<file path="config.mk">
export PLATFORM = sky130hd
export DESIGN_NAME = axis_restore_stop_speed_ctrl
export DESIGN_NICKNAME = d
export VERILOG_FILES = /design/src/verilog/axis_ctrl_pkg.sv /design/src/verilog/axis_restore_stop_speed_ctrl.sv
export VERILOG_INCLUDE_DIRS = /design/src /design/src/verilog
export SDC_FILE = /design/constraint.sdc
export NUM_CORES = 1
export LEC_CHECK = 0
export ABC_CLOCK_PERIOD_IN_PS = 4800
export BUFFER_PORTS_ARGS = -buffer_cell sky130_fd_sc_hd__buf_2
export CAP_MARGIN = 20
export CELL_PAD_IN_SITES_DETAIL_PLACEMENT = 1
export CELL_PAD_IN_SITES_GLOBAL_PLACEMENT = 2
export CORE_MARGIN = 1.5
export CORE_UTILIZATION = 37
export DETAILED_ROUTE_END_ITERATION = 12
export GPL_TIMING_DRIVEN = 0
export HOLD_SLACK_MARGIN = 0.05
export PLACE_DENSITY_LB_ADDON = 0.1
export SYNTH_ARGS = -nofsm -noshare
export SYNTH_HDL_FRONTEND = slang
export SYNTH_SLANG_ARGS = --single-unit
</file>
<file path="constraint.sdc">
create_clock -name mclk -period 4.8 [get_ports mclk]
set_clock_uncertainty 0.15 [all_clocks]
set_input_delay 0.48 -clock mclk [delete_from_list [all_inputs] [get_ports mclk]]
set_output_delay 0.48 -clock mclk [all_outputs]
set_load 0.1 [all_outputs]
</file>
<file path="src/verilog/axis_ctrl_defines.svh">
`ifndef AXIS_CTRL_DEFINES_SVH
`define AXIS_CTRL_DEFINES_SVH

// Register byte offsets
`define OFS_CTRL       12'h000
`define OFS_CMD        12'h004
`define OFS_SPD_ACC    12'h008
`define OFS_SPD_DEC    12'h00C
`define OFS_SPD_NEW    12'h010
`define OFS_STAT0      12'h014
`define OFS_STAT1      12'h018
`define OFS_FEED0      12'h01C
`define OFS_FEED1      12'h020
`define OFS_ERR        12'h024
`define OFS_SPD_ACT0   12'h028
`define OFS_SPD_ACT1   12'h02C

// Command codes written to CMD[3:0], axis select in CMD[4]
`define CMD_RESTORE    4'h1
`define CMD_HALT_ON    4'h2
`define CMD_HALT_OFF   4'h3
`define CMD_SPEED      4'h4
`define CMD_START      4'h5
`define CMD_BADDEV     4'h6
`define CMD_ERRCLR     4'h7
`define CMD_DECDONE    4'h8

// Error codes
`define ERR_BAD_DEVICE 16'd4101
`define ERR_NOT_USED   16'd4116
`define ERR_HALT_START 16'd1102

// Axis status values
`define ST_STANDBY     8'sd0
`define ST_STOPPED     8'sd1
`define ST_ERROR       -8'sd1
`define ST_RUNNING     8'sd2
`define ST_DEC_STOP    8'sd7
`define ST_DEC_JOG     8'sd8
`define ST_ANALYZE     8'sd11

// Speed limits
`define SPEED_MAX      32'd200000
`define SPEED_LIMIT    32'd200000

// Restore handshake: 32 two-bit pairs
`define RST_PAIRS      5'd31
`define RST_TIMEOUT    16'hFFFF

`endif

</file>
<file path="src/verilog/axis_ctrl_pkg.sv">
package axis_ctrl_pkg;
	typedef enum logic [1:0] {
		RS_IDLE = 2'b00,
		RS_WAIT = 2'b01,
		RS_ACK  = 2'b10
	} restore_e;

	typedef struct packed {
		logic bit0;
		logic bit1;
		logic ready;
	} amp_in_s;

	typedef struct packed {
		logic servoOn;
		logic request;
		logic spare;
	} amp_out_s;
endpackage

</file>
<file path="src/verilog/axis_restore_stop_speed_ctrl.sv">
// The placing of the registers and the APB register port were chosen for this implementation.
`timescale 1ns/1ps
`default_nettype none
`include "axis_ctrl_defines.svh"

module axis_restore_stop_speed_ctrl
	import axis_ctrl_pkg::*;
#(
	parameter int AXES = 2
) (
	// Clock and reset
	input  wire logic        mclk,
	input  wire logic        srst,
	// APB slave
	input  wire logic        psel,
	input  wire logic        penable,
	input  wire logic        pwrite,
	input  wire logic [11:0] paddr,
	input  wire logic [31:0] pwdata,
	output logic      [31:0] prdata,
	output logic             pready,
	output logic             pslverr,
	// Amplifier side
	input  wire amp_in_s     ampIn0,
	input  wire amp_in_s     ampIn1,
	output amp_out_s         ampOut0,
	output amp_out_s         ampOut1,
	// Flags
	output logic [AXES-1:0]  axisBusy,
	output logic [AXES-1:0]  axisPosDone,
	output logic             globalErrorFlag
);

	// ----------------------------------------
	// Register storage
	// ----------------------------------------
	logic [1:0]        axisUse_r;
	logic [15:0]       spdAcc_r;
	logic [15:0]       spdDec_r;
	logic [31:0]       spdNew_r;
	logic [15:0]       errorCodeWord_r;
	logic              globalErr_r;
	logic [31:0]       feed_r [AXES];
	logic [31:0]       speedAct_r [AXES];
	logic [15:0]       accAct_r [AXES];
	logic [15:0]       decAct_r [AXES];
	logic signed [7:0] opState_r [AXES];
	logic [15:0]       axisErr_r [AXES];
	logic [AXES-1:0]   halt_r;
	logic [AXES-1:0]   busy_r;
	logic [AXES-1:0]   done_r;
	restore_e          rs_r [AXES];
	logic [31:0]       shift_r [AXES];
	logic [4:0]        pair_r [AXES];
	logic [15:0]       tmo_r [AXES];
	amp_in_s           ampIn [AXES];

	assign ampIn[0] = ampIn0;
	assign ampIn[1] = ampIn1;

	wire logic wrEn = psel & penable & pwrite;
	wire logic cmdWr = wrEn && (paddr == `OFS_CMD);
	wire logic [3:0] cmdCode = pwdata[3:0];
	wire logic cmdAxis = pwdata[4];

	// ----------------------------------------
	// Configuration registers
	// ----------------------------------------
	always_ff @(posedge mclk) begin
		if (srst) begin
			axisUse_r <= 2'b00;
			spdAcc_r  <= 16'h0000;
			spdDec_r  <= 16'h0000;
			spdNew_r  <= 32'h0000_0000;
		end else if (wrEn) begin
			case (paddr)
				`OFS_CTRL:    axisUse_r <= pwdata[1:0];
				`OFS_SPD_ACC: spdAcc_r <= pwdata[15:0];
				`OFS_SPD_DEC: spdDec_r <= pwdata[15:0];
				`OFS_SPD_NEW: spdNew_r <= pwdata;
				default: ;
			endcase
		end
	end

	// ----------------------------------------
	// Global error flag and code
	// ----------------------------------------
	wire logic cmdKnown = (cmdCode == `CMD_RESTORE) || (cmdCode == `CMD_HALT_ON) ||
		(cmdCode == `CMD_SPEED) || (cmdCode == `CMD_START) || (cmdCode == `CMD_BADDEV);

	always_ff @(posedge mclk) begin
		if (srst) begin
			globalErr_r     <= 1'b0;
			errorCodeWord_r <= 16'h0000;
		end else if (cmdWr && cmdKnown && !axisUse_r[cmdAxis]) begin
			globalErr_r     <= 1'b1;
			errorCodeWord_r <= `ERR_NOT_USED;
		end else if (cmdWr && cmdCode == `CMD_BADDEV) begin
			globalErr_r     <= 1'b1;
			errorCodeWord_r <= `ERR_BAD_DEVICE;
		end else if (cmdWr && cmdCode == `CMD_ERRCLR) begin
			globalErr_r     <= 1'b0;
			errorCodeWord_r <= 16'h0000;
		end
	end

	// ----------------------------------------
	// Per-axis command handling
	// ----------------------------------------
	for (genvar a = 0; a < AXES; a++) begin : g_axis
		wire logic hit = cmdWr && (cmdAxis == a) && axisUse_r[a];
		wire logic quiet = (opState_r[a] == `ST_STANDBY) || (opState_r[a] == `ST_STOPPED) ||
			(opState_r[a] == `ST_ERROR) || (opState_r[a] == `ST_DEC_STOP) ||
			(opState_r[a] == `ST_DEC_JOG) || (opState_r[a] == `ST_ANALYZE);
		wire logic restoring = (rs_r[a] != RS_IDLE);
		wire logic startReq = hit && (cmdCode == `CMD_RESTORE || cmdCode == `CMD_START);
		wire logic startOk = startReq && !halt_r[a] && !busy_r[a];
		// Done only when ready drops after the last pair, not the first
		wire logic rsDone = (rs_r[a] == RS_ACK) && !ampIn[a].ready &&
			(pair_r[a] == `RST_PAIRS);
		wire logic rsFail = restoring && (tmo_r[a] == `RST_TIMEOUT);

		// ----------------------------------------
		// Halt request, a level the program holds
		// ----------------------------------------
		always_ff @(posedge mclk) begin
			if (srst) begin
				halt_r[a] <= 1'b0;
			end else if (hit && cmdCode == `CMD_HALT_ON) begin
				halt_r[a] <= 1'b1;
			end else if (hit && cmdCode == `CMD_HALT_OFF) begin
				halt_r[a] <= 1'b0;
			end
		end

		// ----------------------------------------
		// Operation state
		// ----------------------------------------
		always_ff @(posedge mclk) begin
			if (srst) begin
				opState_r[a] <= `ST_STANDBY;
			end else if (rsFail) begin
				opState_r[a] <= `ST_ERROR;
			end else if (startOk && cmdCode == `CMD_RESTORE) begin
				opState_r[a] <= `ST_ANALYZE;
			end else if (startOk) begin
				opState_r[a] <= `ST_RUNNING;
			end else if (rsDone) begin
				opState_r[a] <= `ST_STANDBY;
			end else if (hit && cmdCode == `CMD_HALT_ON && !quiet && !restoring) begin
				opState_r[a] <= `ST_DEC_STOP;
			end else if (hit && cmdCode == `CMD_DECDONE && opState_r[a] == `ST_DEC_STOP) begin
				opState_r[a] <= `ST_STOPPED;
			end else if (hit && cmdCode == `CMD_ERRCLR && opState_r[a] == `ST_ERROR) begin
				opState_r[a] <= `ST_STANDBY;
			end
		end

		// ----------------------------------------
		// Axis error code
		// ----------------------------------------
		always_ff @(posedge mclk) begin
			if (srst) begin
				axisErr_r[a] <= 16'h0000;
			end else if (startReq && halt_r[a]) begin
				axisErr_r[a] <= `ERR_HALT_START;
			end else if (hit && cmdCode == `CMD_ERRCLR) begin
				axisErr_r[a] <= 16'h0000;
			end
		end

		// ----------------------------------------
		// Busy and positioning complete
		// ----------------------------------------
		always_ff @(posedge mclk) begin
			if (srst) begin
				busy_r[a] <= 1'b0;
				done_r[a] <= 1'b0;
			end else if (startOk) begin
				busy_r[a] <= 1'b1;
				done_r[a] <= 1'b0;
			end else if (rsDone) begin
				busy_r[a] <= 1'b0;
				done_r[a] <= 1'b1;
			end else if (rsFail || (hit && cmdCode == `CMD_DECDONE)) begin
				busy_r[a] <= 1'b0;
			end
		end

		// ----------------------------------------
		// Speed change
		// ----------------------------------------
		// Clamping keeps an out-of-range request from overrunning
		always_ff @(posedge mclk) begin
			if (srst) begin
				speedAct_r[a] <= 32'h0000_0000;
				accAct_r[a]   <= 16'h0000;
				decAct_r[a]   <= 16'h0000;
			end else if (hit && cmdCode == `CMD_SPEED && !quiet) begin
				speedAct_r[a] <= (spdNew_r > `SPEED_MAX) ? `SPEED_LIMIT : spdNew_r;
				accAct_r[a]   <= spdAcc_r;
				decAct_r[a]   <= spdDec_r;
			end
		end

		// ----------------------------------------
		// Restore handshake
		// ----------------------------------------
		// Servo on, request, take two bits per ready strobe
		always_ff @(posedge mclk) begin
			if (srst) begin
				rs_r[a]    <= RS_IDLE;
				pair_r[a]  <= 5'd0;
				shift_r[a] <= 32'h0000_0000;
				tmo_r[a]   <= 16'h0000;
			end else begin
				case (rs_r[a])
					RS_IDLE: begin
						tmo_r[a] <= 16'h0000;
						if (startOk && cmdCode == `CMD_RESTORE) begin
							rs_r[a]   <= RS_WAIT;
							pair_r[a] <= 5'd0;
						end
					end
					RS_WAIT: begin
						tmo_r[a] <= tmo_r[a] + 16'd1;
						if (rsFail) begin
							rs_r[a] <= RS_IDLE;
						end else if (ampIn[a].ready) begin
							shift_r[a] <= {ampIn[a].bit1, ampIn[a].bit0, shift_r[a][31:2]};
							rs_r[a]    <= RS_ACK;
							tmo_r[a]   <= 16'h0000;
						end
					end
					RS_ACK: begin
						tmo_r[a] <= tmo_r[a] + 16'd1;
						if (rsFail) begin
							rs_r[a] <= RS_IDLE;
						end else if (!ampIn[a].ready) begin
							pair_r[a] <= 5'(pair_r[a] + 5'd1);
							tmo_r[a]  <= 16'h0000;
							rs_r[a]   <= (pair_r[a] == `RST_PAIRS) ? RS_IDLE : RS_WAIT;
						end
					end
					default: rs_r[a] <= RS_IDLE;
				endcase
			end
		end

		// ----------------------------------------
		// Current feed value
		// ----------------------------------------
		// Only the last sixteen pairs survive in the 32-bit shifter
		always_ff @(posedge mclk) begin
			if (srst) begin
				feed_r[a] <= 32'h0000_0000;
			end else if (rs_r[a] == RS_ACK && !ampIn[a].ready && pair_r[a] == `RST_PAIRS) begin
				feed_r[a] <= shift_r[a];
			end
		end
	end

	// ----------------------------------------
	// Amplifier outputs and flags
	// ----------------------------------------
	always_ff @(posedge mclk) begin
		if (srst) begin
			ampOut0 <= '0;
			ampOut1 <= '0;
		end else begin
			ampOut0.servoOn <= (rs_r[0] != RS_IDLE);
			ampOut0.request <= (rs_r[0] == RS_WAIT);
			ampOut0.spare   <= 1'b0;
			ampOut1.servoOn <= (rs_r[1] != RS_IDLE);
			ampOut1.request <= (rs_r[1] == RS_WAIT);
			ampOut1.spare   <= 1'b0;
		end
	end

	always_ff @(posedge mclk) begin
		if (srst) begin
			axisBusy        <= '0;
			axisPosDone     <= '0;
			globalErrorFlag <= 1'b0;
		end else begin
			axisBusy        <= busy_r;
			axisPosDone     <= done_r;
			globalErrorFlag <= globalErr_r;
		end
	end

	// ----------------------------------------
	// APB read path, zero-wait
	// ----------------------------------------
	logic [31:0] rdMux;
	always_comb begin
		rdMux = 32'h0000_0000;
		case (paddr)
			`OFS_CTRL:     rdMux = {30'h0, axisUse_r};
			`OFS_SPD_ACC:  rdMux = {16'h0, spdAcc_r};
			`OFS_SPD_DEC:  rdMux = {16'h0, spdDec_r};
			`OFS_SPD_NEW:  rdMux = spdNew_r;
			`OFS_STAT0:    rdMux = {axisErr_r[0], opState_r[0], 4'h0, halt_r[0],
				globalErr_r, done_r[0], busy_r[0]};
			`OFS_STAT1:    rdMux = {axisErr_r[1], opState_r[1], 4'h0, halt_r[1],
				globalErr_r, done_r[1], busy_r[1]};
			`OFS_FEED0:    rdMux = feed_r[0];
			`OFS_FEED1:    rdMux = feed_r[1];
			`OFS_ERR:      rdMux = {16'h0, errorCodeWord_r};
			`OFS_SPD_ACT0: rdMux = speedAct_r[0];
			`OFS_SPD_ACT1: rdMux = speedAct_r[1];
			default:       rdMux = 32'h0000_0000;
		endcase
	end

	always_ff @(posedge mclk) begin
		if (srst) begin
			prdata  <= 32'h0000_0000;
			pready  <= 1'b0;
			pslverr <= 1'b0;
		end else begin
			pready  <= psel & ~penable;
			prdata  <= rdMux;
			pslverr <= 1'b0;
		end
	end

endmodule
`default_nettype wire

</file>
* After elaboration in Yosys (flattened, before gate mapping) *
Memory sizes are Yosys's and may differ from the RTL's.
Cells that the tools add are included.
Widths: inputs -> output; s select.

word-level totals
  memories = 8
  bits in latches = 0
  output and inout port bits = 45
  ROM bits = 0
  bits of input ports = 55
  register bits = 121
  bits in writable memories = 264
  word-level logic and storage cells = 469

operators by class
  muxes and demuxes = 244
  eq/ne operators = 37
  add/sub/neg operators = 4
  order comparisons = 2
  multiply operators = 0
  bitwise operators = 55
  reduce and logical (&&, ||, !) cells = 95
  shift operators = 0
  div/mod/pow operators = 0

memories
  name             depth  bits a word  read ports  clocked after Yosys merged registers in  write ports  line                                text
  feed_r           2      32           2           0                                        2            axis_restore_stop_speed_ctrl.sv:43  logic [31:0] feed_r [AXES];
  shift_r          2      32           2           0                                        2            axis_restore_stop_speed_ctrl.sv:53  logic [31:0] shift_r [AXES];
  speedAct_r       2      32           2           0                                        2            axis_restore_stop_speed_ctrl.sv:44  logic [31:0] speedAct_r [AXES];
  tmo_r            2      16           2           0                                        2            axis_restore_stop_speed_ctrl.sv:55  logic [15:0] tmo_r [AXES];
  opState_r        2      8            2           0                                        2            axis_restore_stop_speed_ctrl.sv:47  logic signed [7:0] opState_r [AXES];
  axisErr_r        2      5            2           0                                        2            axis_restore_stop_speed_ctrl.sv:48  logic [15:0] axisErr_r [AXES];
  2 more memories  -      -            -           -                                        -            -

operators by type and width
  operator               count
  $pmux 32 s11           1
  $mux 32                7
  $mux 1                 189
  $mux 16                10
  $mux 8                 14
  $or 1x1->1             50
  $eq 12x5->1 const B    4
  $eq 12x6->1 const B    4
  $logic_and 1x1->1      45
  $mux 5                 8
  $mux 13                3
  $add 16x1->16 const B  2
  $eq 16x16->1 const B   2
  $eq 8x5->1 const B     4
  $gt 32x18->1 const B   1
  $eq 12x4->1 const B    2
  $mux 2                 12
  $logic_or 1x1->1       17
  $eq 4x3->1 const B     4
  $eq 8x1->1 const B     2
  $eq 8x2->1 const B     2
  $eq 8x4->1 const B     2
  $logic_not 8->1        2
  $eq 12x3->1 const B    1
  other kinds (18)       49

* Logic depth before layout (Yosys ltp) *
Gate-level depths: netlist (run 1).
An unclocked memory read counts as a cell.

  depth after elaboration = 20
  gate-level depth with buffers = 9
  gate-level depth less buffers = 8

* Worst setup path after synthesis (run 1) *
Ideal clock, no wire load.

  path kind = input -> register
  from = input paddr[7]
  to = memory speedAct_r[1][0], enable pin
  library setup time = 0.466 ns
  path buffers = 1
  required time = 4.184 ns
  stages on the path = 6
  path slack = 0.070 ns
  arrival = 4.114 ns
  cells stage by stage = buf_2 -> nor4_4 -> nand3_1 -> nor3_1 -> nand2_1 -> o21ai_0

RTL lines
  element      line                                text
  from (decl)  axis_restore_stop_speed_ctrl.sv:18  input wire logic [11:0] paddr,
  to (decl)    axis_restore_stop_speed_ctrl.sv:44

==> flow_metrics.tcl, run 1 <==
set metrics [dict create \
    reg2reg_to "shift_r[0][23]" \
    start_util 0.376 \
    io_buffers 93 \
    routedWlPerCell_um 23.5 \
    post-synth-top-area-cell "sky130_fd_sc_hd__edfxtp_1" \
    dieArea_um2 44000 \
    design.final.nets 1668 \
    clockBufferDepth 3 \
    netlist_instances 1400 \
    drc_marker_count_from_the_first_detailed_route_iteration 991 \
    outcome "finished, final reports clean" \
    htree_num_levels 2 \
    setup_ws_ns 1.33 \
    hold_class "input pin to register" \
    crit_type "input pin to register" \
    detail_route.drc_violations 0 \
    antenna_cells 0 \
    via_count_of_the_first_global_routing_pass 12300 \
    clk_root_buffer_cell "sky130_fd_sc_hd__clkbuf_16" \
    seq_area_frac_synth 0.623 \
    avg_vias_per_cell 5.48 \
    netlist_top_cells_area "sky130_fd_sc_hd__edfxtp_1 48%, sky130_fd_sc_hd__dfxtp_1 15%, sky130_fd_sc_hd__and2_1 4.9%" \
    synthToLayoutAreaGrowth_pct 19.8 \
    final.hold.worst_slack_ns 0.263 \
    area_of_the_mapped_netlist_um2 15800 \
    cp-startpoint "paddr[4]" \
    clk_pin_slew_worst_paths_ns 0.06 \
    r2r_start "tmo_r[0][0]" \
    gpl.final_weighted_congestion 0.934 \
    ff2ff_path_depth 8 \
    place_hpwl_um 38300 \
    gr-usage-all-layers 0.238 \
    worst_setup_path_endpoint "speedAct_r[1][27]" \
    critical_path_required_ns 4.91 \
    power.ir.vdd_worst_mv 0.230 \
    avgSynthCellArea_um2 11.3 \
    yosys_warnings 0 \
    cts_tree "yes" \
    tritoncts.num_buffers 42 \
    post-route-cell-area_um2 18900 \
    detailedPlace.worstSlack_ns 0.868 \
    finalWirelength_um 51100 \
    period_share 0.722 \
    async_flop_share 0 \
    report.final.slew_viol_count 0 \
    number_of_synthesized_flops_with_an_enable_pin 250 \
    max-slew-margin-rel 0.321 \
    final_antenna_net_count 0 \
    rsz0062_at_grt "false" \
    tightest_slew_ns 1.01 \
    yosys.area.top_type_share 0.475 \
    setup-violations-final 0 \
    wire_length_of_the_first_global_routing_pass_um 78000 \
    pwr_density_cell_nw_per_um2 370 \
    instances_no_fill 2176 \
    grt_start_max_net_pins 32 \
    finalHoldViolCount 0 \
    arrival_ns 3.58 \
    fraction_of_layout_instances_using_a_drive_strength_above_1 0.130 \
    timing.critical_path.from_type "input pin" \
    max_cap_viol_count 0 \
    timing.setup.tns_ns 0 \
    drtPass1Iterations 8 \
    globalRoute.totalOverflow 0 \
    fillerInstances 4584 \
    core_area_um2 42000 \
    grt_antenna_before_repair 0 \
    dpl.cell_count 2069 \
    std_cell_rows 75 \
    timing.fmax_mhz 289 \
    ys.flop_type "sky130_fd_sc_hd__edfxtp_1" \
    floorplan.die.height_um 210 \
    placedInstanceArea_um2 17300 \
    final_cell_mix "250 x sky130_fd_sc_hd__edfxtp_1, 188 x sky130_fd_sc_hd__nand2_1, 124 x sky130_fd_sc_hd__and2_1" \
    endpoint_kind "register" \
    number_of_sinks_driven_by_the_clock_tree 367 \
    routed-via-count 11900 \
    insertion_delay_ns 0.58 \
    netlist-cell-type-count 71 \
    critPathMaxFanout 22 \
    timing.reg2reg.setup_slack_ns 1.68 \
    top_level_ports 100 \
    synth-seq-cells 367 \
    power_leakage_nw 6.78 \
    finalCriticalPeriod_ns 3.47 \
    layout_commonest_cell "sky130_fd_sc_hd__edfxtp_1" \
    cts.repair.resized 0 \
    die_width_um 210 \
]
==> cells by family (layout without fill, tap and decap cells) <==
kind of cell | Yosys count | count (layout) | share of synthesized area
flops | 367 | 367 | 0.623
other cells | 1 | 31 | 0.000237
xor+xnor | 34 | 34 | 0.0188
simple gates | 617 | 617 | 0.206
fa+ha+maj | 6 | 6 | 0.00475
compound gates | 264 | 264 | 0.110
buf+inv | 90 | 297 | 0.0232
mux | 21 | 21 | 0.0138
==> metal layers <==
metal | track usage | vias to the layer above | part of all wire | wire length (um)
met5 | 0 | - | 0 | 0
li1 | - | 5556 | - | -
met3 | 0.0335 | 74 | 0.044 | 2270
met1 | 0.332 | 5978 | 0.47 | 23800
met4 | 0.0772 | 0 | 0.029 | 1500
met2 | 0.383 | 318 | 0.46 | 23600
==> cell type report <==
class	instances	area [um2]	share of cell area
buffer	80	329	0.0174
clock buffer	61	1260	0.0664
clock inverter	13	83.8	0.00443
inverter	10	37.5	0.00198
multi-input combinational	973	5750	0.304
sequential	367	9850	0.520
tap	539	674	0.0356
timing repair buffer	133	943	0.0498
==> metrics by stage <==
stage          power (W)   util
2_1_floorplan    0.00378      -
3_3_place_gp     0.00392  0.406
3_5_place_dp     0.00394  0.410
4_1_cts          0.00709  0.450
5_1_grt          0.00723  0.450
6_report         0.00701  0.450
==> critical path, cell delays in order <==
cell                      delay (ns)
sky130_fd_sc_hd__buf_2          0.13
sky130_fd_sc_hd__nor4_4         0.76
sky130_fd_sc_hd__nand3_1        0.57
sky130_fd_sc_hd__nor3_1         0.63
sky130_fd_sc_hd__nand2_1        0.19
sky130_fd_sc_hd__o21ai_4        0.54
sky130_fd_sc_hd__buf_16         0.25
==> where the power goes <==
part           total, W  switching [W]  internal (W)
Clock           0.00312        0.00130       0.00181
Combinational  0.000343       0.000239      0.000104
Sequential      0.00355      0.0000625       0.00349
Total           0.00701        0.00160       0.00541
==> registers in the layout, indices dropped and copies added, names as in the netlist, 3 cells and up <==
register         count
rs_r                 4
errorCodeWord_r      3
pair_r              10
shift_r             64
spdDec_r            16
spdAcc_r            16
opState_r           10
speedAct_r          64
spdNew_r            32
feed_r              64
prdata              32
tmo_r               32
==> what timing repair did <==
action                                 in CTS  in global routing
hold buffers                               33                  0
endpoints found under the hold margin      54                  0
setup buffers                               0                  0
==> Yosys cell counts, types with 6 or more instances <==
master / count
sky130_fd_sc_hd__clkbuf_1: 59
sky130_fd_sc_hd__o21a_1: 10
sky130_fd_sc_hd__mux2_2: 6
sky130_fd_sc_hd__a22oi_1: 40
sky130_fd_sc_hd__or2_2: 6
sky130_fd_sc_hd__a21oi_1: 95
sky130_fd_sc_hd__and3_1: 52
sky130_fd_sc_hd__mux2i_1: 15
sky130_fd_sc_hd__nand4_1: 19
sky130_fd_sc_hd__and2_1: 124
sky130_fd_sc_hd__xnor2_1: 13
sky130_fd_sc_hd__buf_2: 14
sky130_fd_sc_hd__ha_1: 6
sky130_fd_sc_hd__nor4_1: 13
sky130_fd_sc_hd__nor2_1: 85
sky130_fd_sc_hd__inv_1: 9
sky130_fd_sc_hd__nor2b_1: 12
sky130_fd_sc_hd__nand2b_1: 9
sky130_fd_sc_hd__a222oi_1: 16
sky130_fd_sc_hd__nor3_1: 26
sky130_fd_sc_hd__edfxtp_1: 250
sky130_fd_sc_hd__nand2_1: 188
sky130_fd_sc_hd__a31oi_1: 28
sky130_fd_sc_hd__o21ai_0: 22
sky130_fd_sc_hd__a221oi_1: 8
sky130_fd_sc_hd__xor2_1: 21
sky130_fd_sc_hd__nand3_1: 41
sky130_fd_sc_hd__dfxtp_1: 117
==> how the worst min path moves through the flow <==
stage | cells past startpoint | to | start | slack, ns
2_1_floorplan | 2 | errorCodeWord_r[4] | errorCodeWord_r[4] | 0.28
3_3_place_gp | 2 | spdDec_r[7] | spdDec_r[7] | 0.29
3_5_place_dp | 2 | spdDec_r[0] | spdDec_r[0] | 0.30
4_1_cts | 5 | busy_r[0] | pwdata[0] | 0.24
5_1_grt | 3 | spdNew_r[4] | pwdata[4] | 0.28
6_report | 3 | spdDec_r[4] | pwdata[4] | 0.26
Power figures use the tool's default switching activity.
==> run 2: changes to the inputs <==
--- a/config.mk
+++ b/config.mk
@@ -6,7 +6,7 @@
 export SDC_FILE = /design/constraint.sdc
 export NUM_CORES = 1
 export LEC_CHECK = 0
-export ABC_CLOCK_PERIOD_IN_PS = 4800
+export ABC_CLOCK_PERIOD_IN_PS = 3000
 export BUFFER_PORTS_ARGS = -buffer_cell sky130_fd_sc_hd__buf_2
 export CAP_MARGIN = 20
 export CELL_PAD_IN_SITES_DETAIL_PLACEMENT = 1
==> constraint.sdc (replaced) <==
create_clock -name mclk -period 3 [get_ports mclk]
set_clock_uncertainty 0.15 [all_clocks]
set_input_delay 0.3 -clock mclk [delete_from_list [all_inputs] [get_ports mclk]]
set_output_delay 0.3 -clock mclk [all_outputs]
set_load 0.1 [all_outputs]
==> flow_metrics.tcl, run 2 (synthesis gave the netlist of run 1 again) <==
set metrics [dict create \
    outcome "finished, final reports clean" \
    dieArea_um2 44000 \
    arrival_ns 3.19 \
    fillerInstances 4524 \
    layout_commonest_cell "sky130_fd_sc_hd__edfxtp_1" \
    ff2ff_path_depth 8 \
    reg2reg_to "opState_r[0][3]" \
    gr-usage-all-layers 0.236 \
    power.ir.vdd_worst_mv 0.377 \
    tritoncts.num_buffers 42 \
    setup-violations-final 0 \
    final_cell_mix "250 x sky130_fd_sc_hd__edfxtp_1, 188 x sky130_fd_sc_hd__nand2_1, 124 x sky130_fd_sc_hd__and2_1" \
    drc_marker_count_from_the_first_detailed_route_iteration 919 \
    wl_met3_um 2850 \
    max-slew-margin-rel 0.287 \
    report.final.slew_viol_count 0 \
    r2r_start "pair_r[0][0]" \
    via_count_of_the_first_global_routing_pass 12100 \
    wire_length_of_the_first_global_routing_pass_um 77300 \
    number_of_sinks_driven_by_the_clock_tree 367 \
    critical_path_required_ns 3.29 \
    clk_root_buffer_cell "sky130_fd_sc_hd__clkbuf_16" \
    rsz0062_at_grt "false" \
    grt_start_max_net_pins 32 \
    tightest_slew_ns 1.07 \
    clk_pin_slew_worst_paths_ns 0.06 \
    detail_route.drc_violations 0 \
    clockBufferDepth 3 \
    io_buffers 93 \
    max_cap_viol_count 0 \
    die_width_um 210 \
    htree_num_levels 2 \
    insertion_delay_ns 0.58 \
    final_antenna_net_count 0 \
    drtPass1Iterations 6 \
    routedWlPerCell_um 23.5 \
    timing.reg2reg.setup_slack_ns 0.20 \
    globalRoute.totalOverflow 0 \
    cp-startpoint "paddr[5]" \
    cts_tree "yes" \
    std_cell_rows 75 \
    met1Wirelength_um 23400 \
    pwr_density_cell_nw_per_um2 594 \
    synthToLayoutAreaGrowth_pct 20.7 \
    finalCriticalPeriod_ns 2.91 \
    antenna_cells 0 \
    reg.largest.list "feed_r (64), shift_r (64), speedAct_r (64)" \
    start_util 0.376 \
    crit_type "input pin to register" \
    final_core_util 0.454 \
    instances_no_fill 2182 \
    route.met2.wl_um 23700 \
    period_share 0.969 \
    floorplan.die.height_um 210 \
    routed-via-count 12000 \
    design.final.nets 1670 \
    route.top_layer_used "met4" \
    power_leakage_nw 6.83 \
    endpoint_kind "register" \
    critPathMaxFanout 10 \
    worst_setup_path_endpoint "prdata[3]" \
    dpl.cell_count 2069 \
    hold_class "input pin to register" \
    finalWirelength_um 51200 \
    avg_vias_per_cell 5.49 \
    gpl.final_weighted_congestion 0.947 \
    top_level_ports 100 \
    place_hpwl_um 38300 \
    timing.critical_path.from_type "input pin" \
    grt_antenna_before_repair 0 \
    finalHoldViolCount 0 \
    timing.fmax_mhz 344 \
    core_area_um2 42000 \
    fraction_of_layout_instances_using_a_drive_strength_above_1 0.144 \
    holdCritStartpoint "pwdata[4]" \
]
run 2: cell type report:
class | count | area, um2 | area share
buffer | 80 | 330 | 0.0173
clock buffer | 59 | 1230 | 0.0644
clock inverter | 19 | 148 | 0.00774
inverter | 10 | 37.5 | 0.00197
multi-input combinational | 973 | 5840 | 0.306
sequential | 367 | 9850 | 0.517
tap | 539 | 674 | 0.0354
timing repair buffer | 135 | 958 | 0.0503
run 2: critical path: stages:
cell	delay, ns
sky130_fd_sc_hd__buf_2	0.14
sky130_fd_sc_hd__buf_2	0.35
sky130_fd_sc_hd__nor4b_2	0.92
sky130_fd_sc_hd__buf_2	0.45
sky130_fd_sc_hd__nand3_1	0.29
sky130_fd_sc_hd__o22ai_1	0.28
sky130_fd_sc_hd__a31oi_1	0.10
sky130_fd_sc_hd__a31oi_1	0.37
run 2: stage by stage:
| stage | instance area [um2] | TNS, ns | power, W | hold WS [ns] | setup slack, ns |
|---|---|---|---|---|---|
| 2_1_floorplan | 15900 | 0 | 0.00604 | 0.226 | 0.138 |
| 3_3_place_gp | 17100 | -136.48 | 0.00626 | 0.290 | -1.04 |
| 6_report | 19100 | 0 | 0.0113 | 0.0727 | 0.0931 |
| 4_1_cts | 19000 | 0 | 0.0114 | 0.0536 | 0.0127 |
| 5_1_grt | 19100 | 0 | 0.0117 | 0.102 | 0.0534 |
| 3_5_place_dp | 17300 | -90.43 | 0.00630 | 0.302 | -0.786 |
run 2: worst min-delay path by stage:
stage                   to  slack, ns  depth (start not counted)
3_5_place_dp   spdDec_r[3]       0.30                          2
6_report       spdAcc_r[4]       0.07                          3
2_1_floorplan       pready       0.23                          1
5_1_grt        spdDec_r[4]       0.10                          3
3_3_place_gp   spdDec_r[7]       0.29                          2
4_1_cts        spdAcc_r[4]       0.05                          3
run 2: timing repair:
item,4_1_cts,5_1_grt
gates resized for setup,6,15
pin swaps,0,2
setup buffers,0,2
hold buffers,33,0
endpoints found under the setup margin,70,117
cloned,0,0
hold endpoints to repair,54,0
run 2: power breakdown:
part	total [W]	switching, W	internal (W)
registers	0.00568	0.0000990	0.00558
clock network	0.00509	0.00213	0.00296
logic	0.000558	0.000388	0.000170
total	0.0113	0.00262	0.00871
run 2: routing by layer:
layer  vias up  track usage
met4         0       0.0685
met1      5999        0.323
met2       334        0.381
met3        90       0.0458
met5         -            0
li1       5548            -
==> run 3: changes to the inputs <==
--- a/config.mk
+++ b/config.mk
@@ -13,6 +13,7 @@
 export CELL_PAD_IN_SITES_GLOBAL_PLACEMENT = 2
 export CORE_MARGIN = 1.5
 export CORE_UTILIZATION = 37
+export CTS_CLUSTER_DIAMETER = 40
 export DETAILED_ROUTE_END_ITERATION = 12
 export GPL_TIMING_DRIVEN = 0
 export HOLD_SLACK_MARGIN = 0.05
==> constraint.sdc (replaced) <==
create_clock -name mclk -period 3 [get_ports mclk]
set_clock_uncertainty 0.15 [all_clocks]
set_input_delay 0.15 -clock mclk [delete_from_list [all_inputs] [get_ports mclk]]
set_output_delay 0.15 -clock mclk [all_outputs]
set_load 0.1 [all_outputs]
==> flow_metrics.tcl, run 3 (synthesis gave the netlist of run 1 again) <==
set metrics [dict create \
    r2r_start "pair_r[0][0]" \
    clk_pin_slew_worst_paths_ns 0.05 \
    endpoint_kind "register" \
    worst_path_largest_cell_delay_ns 0.79 \
    globalRoute.totalOverflow 0 \
    routedWlPerCell_um 23.3 \
    drc_marker_count_from_the_first_detailed_route_iteration 1005 \
    gr-usage-all-layers 0.240 \
    worstHoldPathCells 4 \
    final_cell_mix "250 x sky130_fd_sc_hd__edfxtp_1, 188 x sky130_fd_sc_hd__nand2_1, 124 x sky130_fd_sc_hd__and2_1" \
    crit_type "input pin to register" \
    antenna_cells 0 \
    setup-violations-final 0 \
    htree_num_levels 3 \
    grt_antenna_before_repair 0 \
    core_area_um2 42000 \
    pwr_density_cell_nw_per_um2 691 \
    cp_top_family "simple AND/OR/NAND/NOR gates" \
    final_antenna_net_count 0 \
    io_buffers 93 \
    place_hpwl_um 38000 \
    finalPower_w 0.0139 \
    insertion_delay_ns 0.58 \
    layout_commonest_cell "sky130_fd_sc_hd__edfxtp_1" \
    cts_tree "yes" \
    fraction_of_layout_instances_using_a_drive_strength_above_1 0.164 \
    worstPathCellList "dlygate4sd3_1 -> buf_2 -> nand3_1 -> nor4_4 -> nand3_4 -> nor4_2 -> and2_1" \
    finalHoldViolCount 0 \
    arrival_ns 3.18 \
    start_util 0.376 \
    synthToLayoutAreaGrowth_pct 26.8 \
    tritoncts.num_buffers 67 \
    reg2reg_to "opState_r[0][2]" \
    outcome "finished, final reports clean" \
    timing.critical_path.from_type "input pin" \
    drtPass1Iterations 7 \
    fillerInstances 4498 \
    timing.fmax_mhz 345 \
    post-route-cell-area_um2 20000 \
    ff2ff_path_depth 8 \
    max_cap_viol_count 0 \
    timing.setup.tns_ns 0 \
    whs_endpoint "speedAct_r[1][10]" \
    gpl.final_weighted_congestion 0.949 \
    power_leakage_nw 7.30 \
    floorplan.die.height_um 210 \
    rsz0062_at_grt "false" \
    final.hold.worst_slack_ns 0.0961 \
    number_of_sinks_driven_by_the_clock_tree 367 \
    placedInstanceArea_um2 17200 \
    wire_length_of_the_first_global_routing_pass_um 78700 \
    holdCritStartpoint "paddr[4]" \
    final_core_util 0.477 \
    finalWirelength_um 52000 \
    period_share 0.966 \
    reg.largest.list "feed_r (64), shift_r (64), speedAct_r (64)" \
    clk_root_buffer_cell "sky130_fd_sc_hd__clkbuf_16" \
    critical-path-slowest-cell "sky130_fd_sc_hd__nor4_2" \
    tightest_slew_ns 1.14 \
    timing.reg2reg.setup_slack_ns 0.15 \
    top_level_ports 100 \
    cp.buffers_inverters 2 \
    routed-via-count 12300 \
    post-cts-setup-buffer-count 0 \
    design.final.nets 1705 \
    via_count_of_the_first_global_routing_pass 12500 \
    power.ir.vdd_worst_mv 0.357 \
    finalCriticalPeriod_ns 2.90 \
    clockBufferDepth 3 \
    critical_path_required_ns 3.28 \
    report.final.slew_viol_count 0 \
    std_cell_rows 75 \
    max-slew-margin-rel 0.239 \
    grt_start_max_net_pins 31 \
    critPathMaxFanout 10 \
    dieArea_um2 44000 \
    hold_class "input pin to register" \
    avg_vias_per_cell 5.48 \
    die_width_um 210 \
    detail_route.drc_violations 0 \
]
-- run 3: cell count changes in the layout (fill, tap and decap cells not counted), sizes merged --
cell	change
clkbuf	+21
bufinv	+4
buf	-3
clkinv	+6
clkinvlp	+4
inv	+12
dlygate4sd3	+12
-- run 3: worst max path at each step --
stage          startpoint           endpoint  cells past startpoint
5_1_grt           penable   speedAct_r[1][0]                      7
4_1_cts          paddr[4]   speedAct_r[1][6]                      7
6_report          penable   speedAct_r[1][5]                      7
3_5_place_dp     paddr[4]  speedAct_r[1][30]                      7
3_3_place_gp     paddr[4]  speedAct_r[1][28]                      6
2_1_floorplan    paddr[7]   speedAct_r[1][0]                      6
-- run 3: report_power, final --
| group | internal [W] | switching (W) | leakage, nW | total (W) |
|---|---|---|---|---|
| clock | 0.00490 | 0.00270 | 1.13 | 0.00760 |
| combinational | 0.000177 | 0.000389 | 2.60 | 0.000566 |
| sequential | 0.00559 | 0.000100 | 3.57 | 0.00569 |
-- run 3: layer usage --
metal,wire length [um],global-route usage,vias to the layer above
met5,0,0,-
met4,2110,0.103,0
met1,23800,0.328,6165
met3,2410,0.0407,107
li1,-,-,5649
met2,23700,0.376,337
-- run 3: through the flow --
stage	setup WS [ns]	std cells
finish	0.101	2238
global route	0.00202	2238
CTS	0.00722	2236
detailed placement	-0.581	2068
global placement	-1.43	2062
floorplan	0.0301	1430
-- run 3: repair_timing --
item | in CTS | in global routing
hold endpoints to repair | 91 | 2
gates cloned | 0 | 0
gates resized for setup | 5 | 7
hold buffers | 44 | 1
endpoints found under the setup margin | 45 | 42
-- run 3: final cells by class --
type,instances,area (um2),share of cell area
Sequential cell,367,9850,0.492
Inverter,10,37.5,0.00187
Multi-Input combinational cell,973,5790,0.289
Buffer,80,330,0.0165
Tap cell,539,674,0.0337
Clock buffer,79,1850,0.0922
Clock inverter,45,449,0.0224
Timing Repair Buffer,145,1060,0.0527
-- run 3: worst register-to-register path: stages, from the launching register on --
cell                       delay (ns)
sky130_fd_sc_hd__edfxtp_1        0.41
sky130_fd_sc_hd__ha_1            0.24
sky130_fd_sc_hd__and3_1          0.19
sky130_fd_sc_hd__ha_1            0.21
sky130_fd_sc_hd__a21oi_1         0.28
sky130_fd_sc_hd__inv_2           0.21
sky130_fd_sc_hd__a31oi_1         0.30
sky130_fd_sc_hd__nand2_1         0.08
sky130_fd_sc_hd__or3_1           0.50
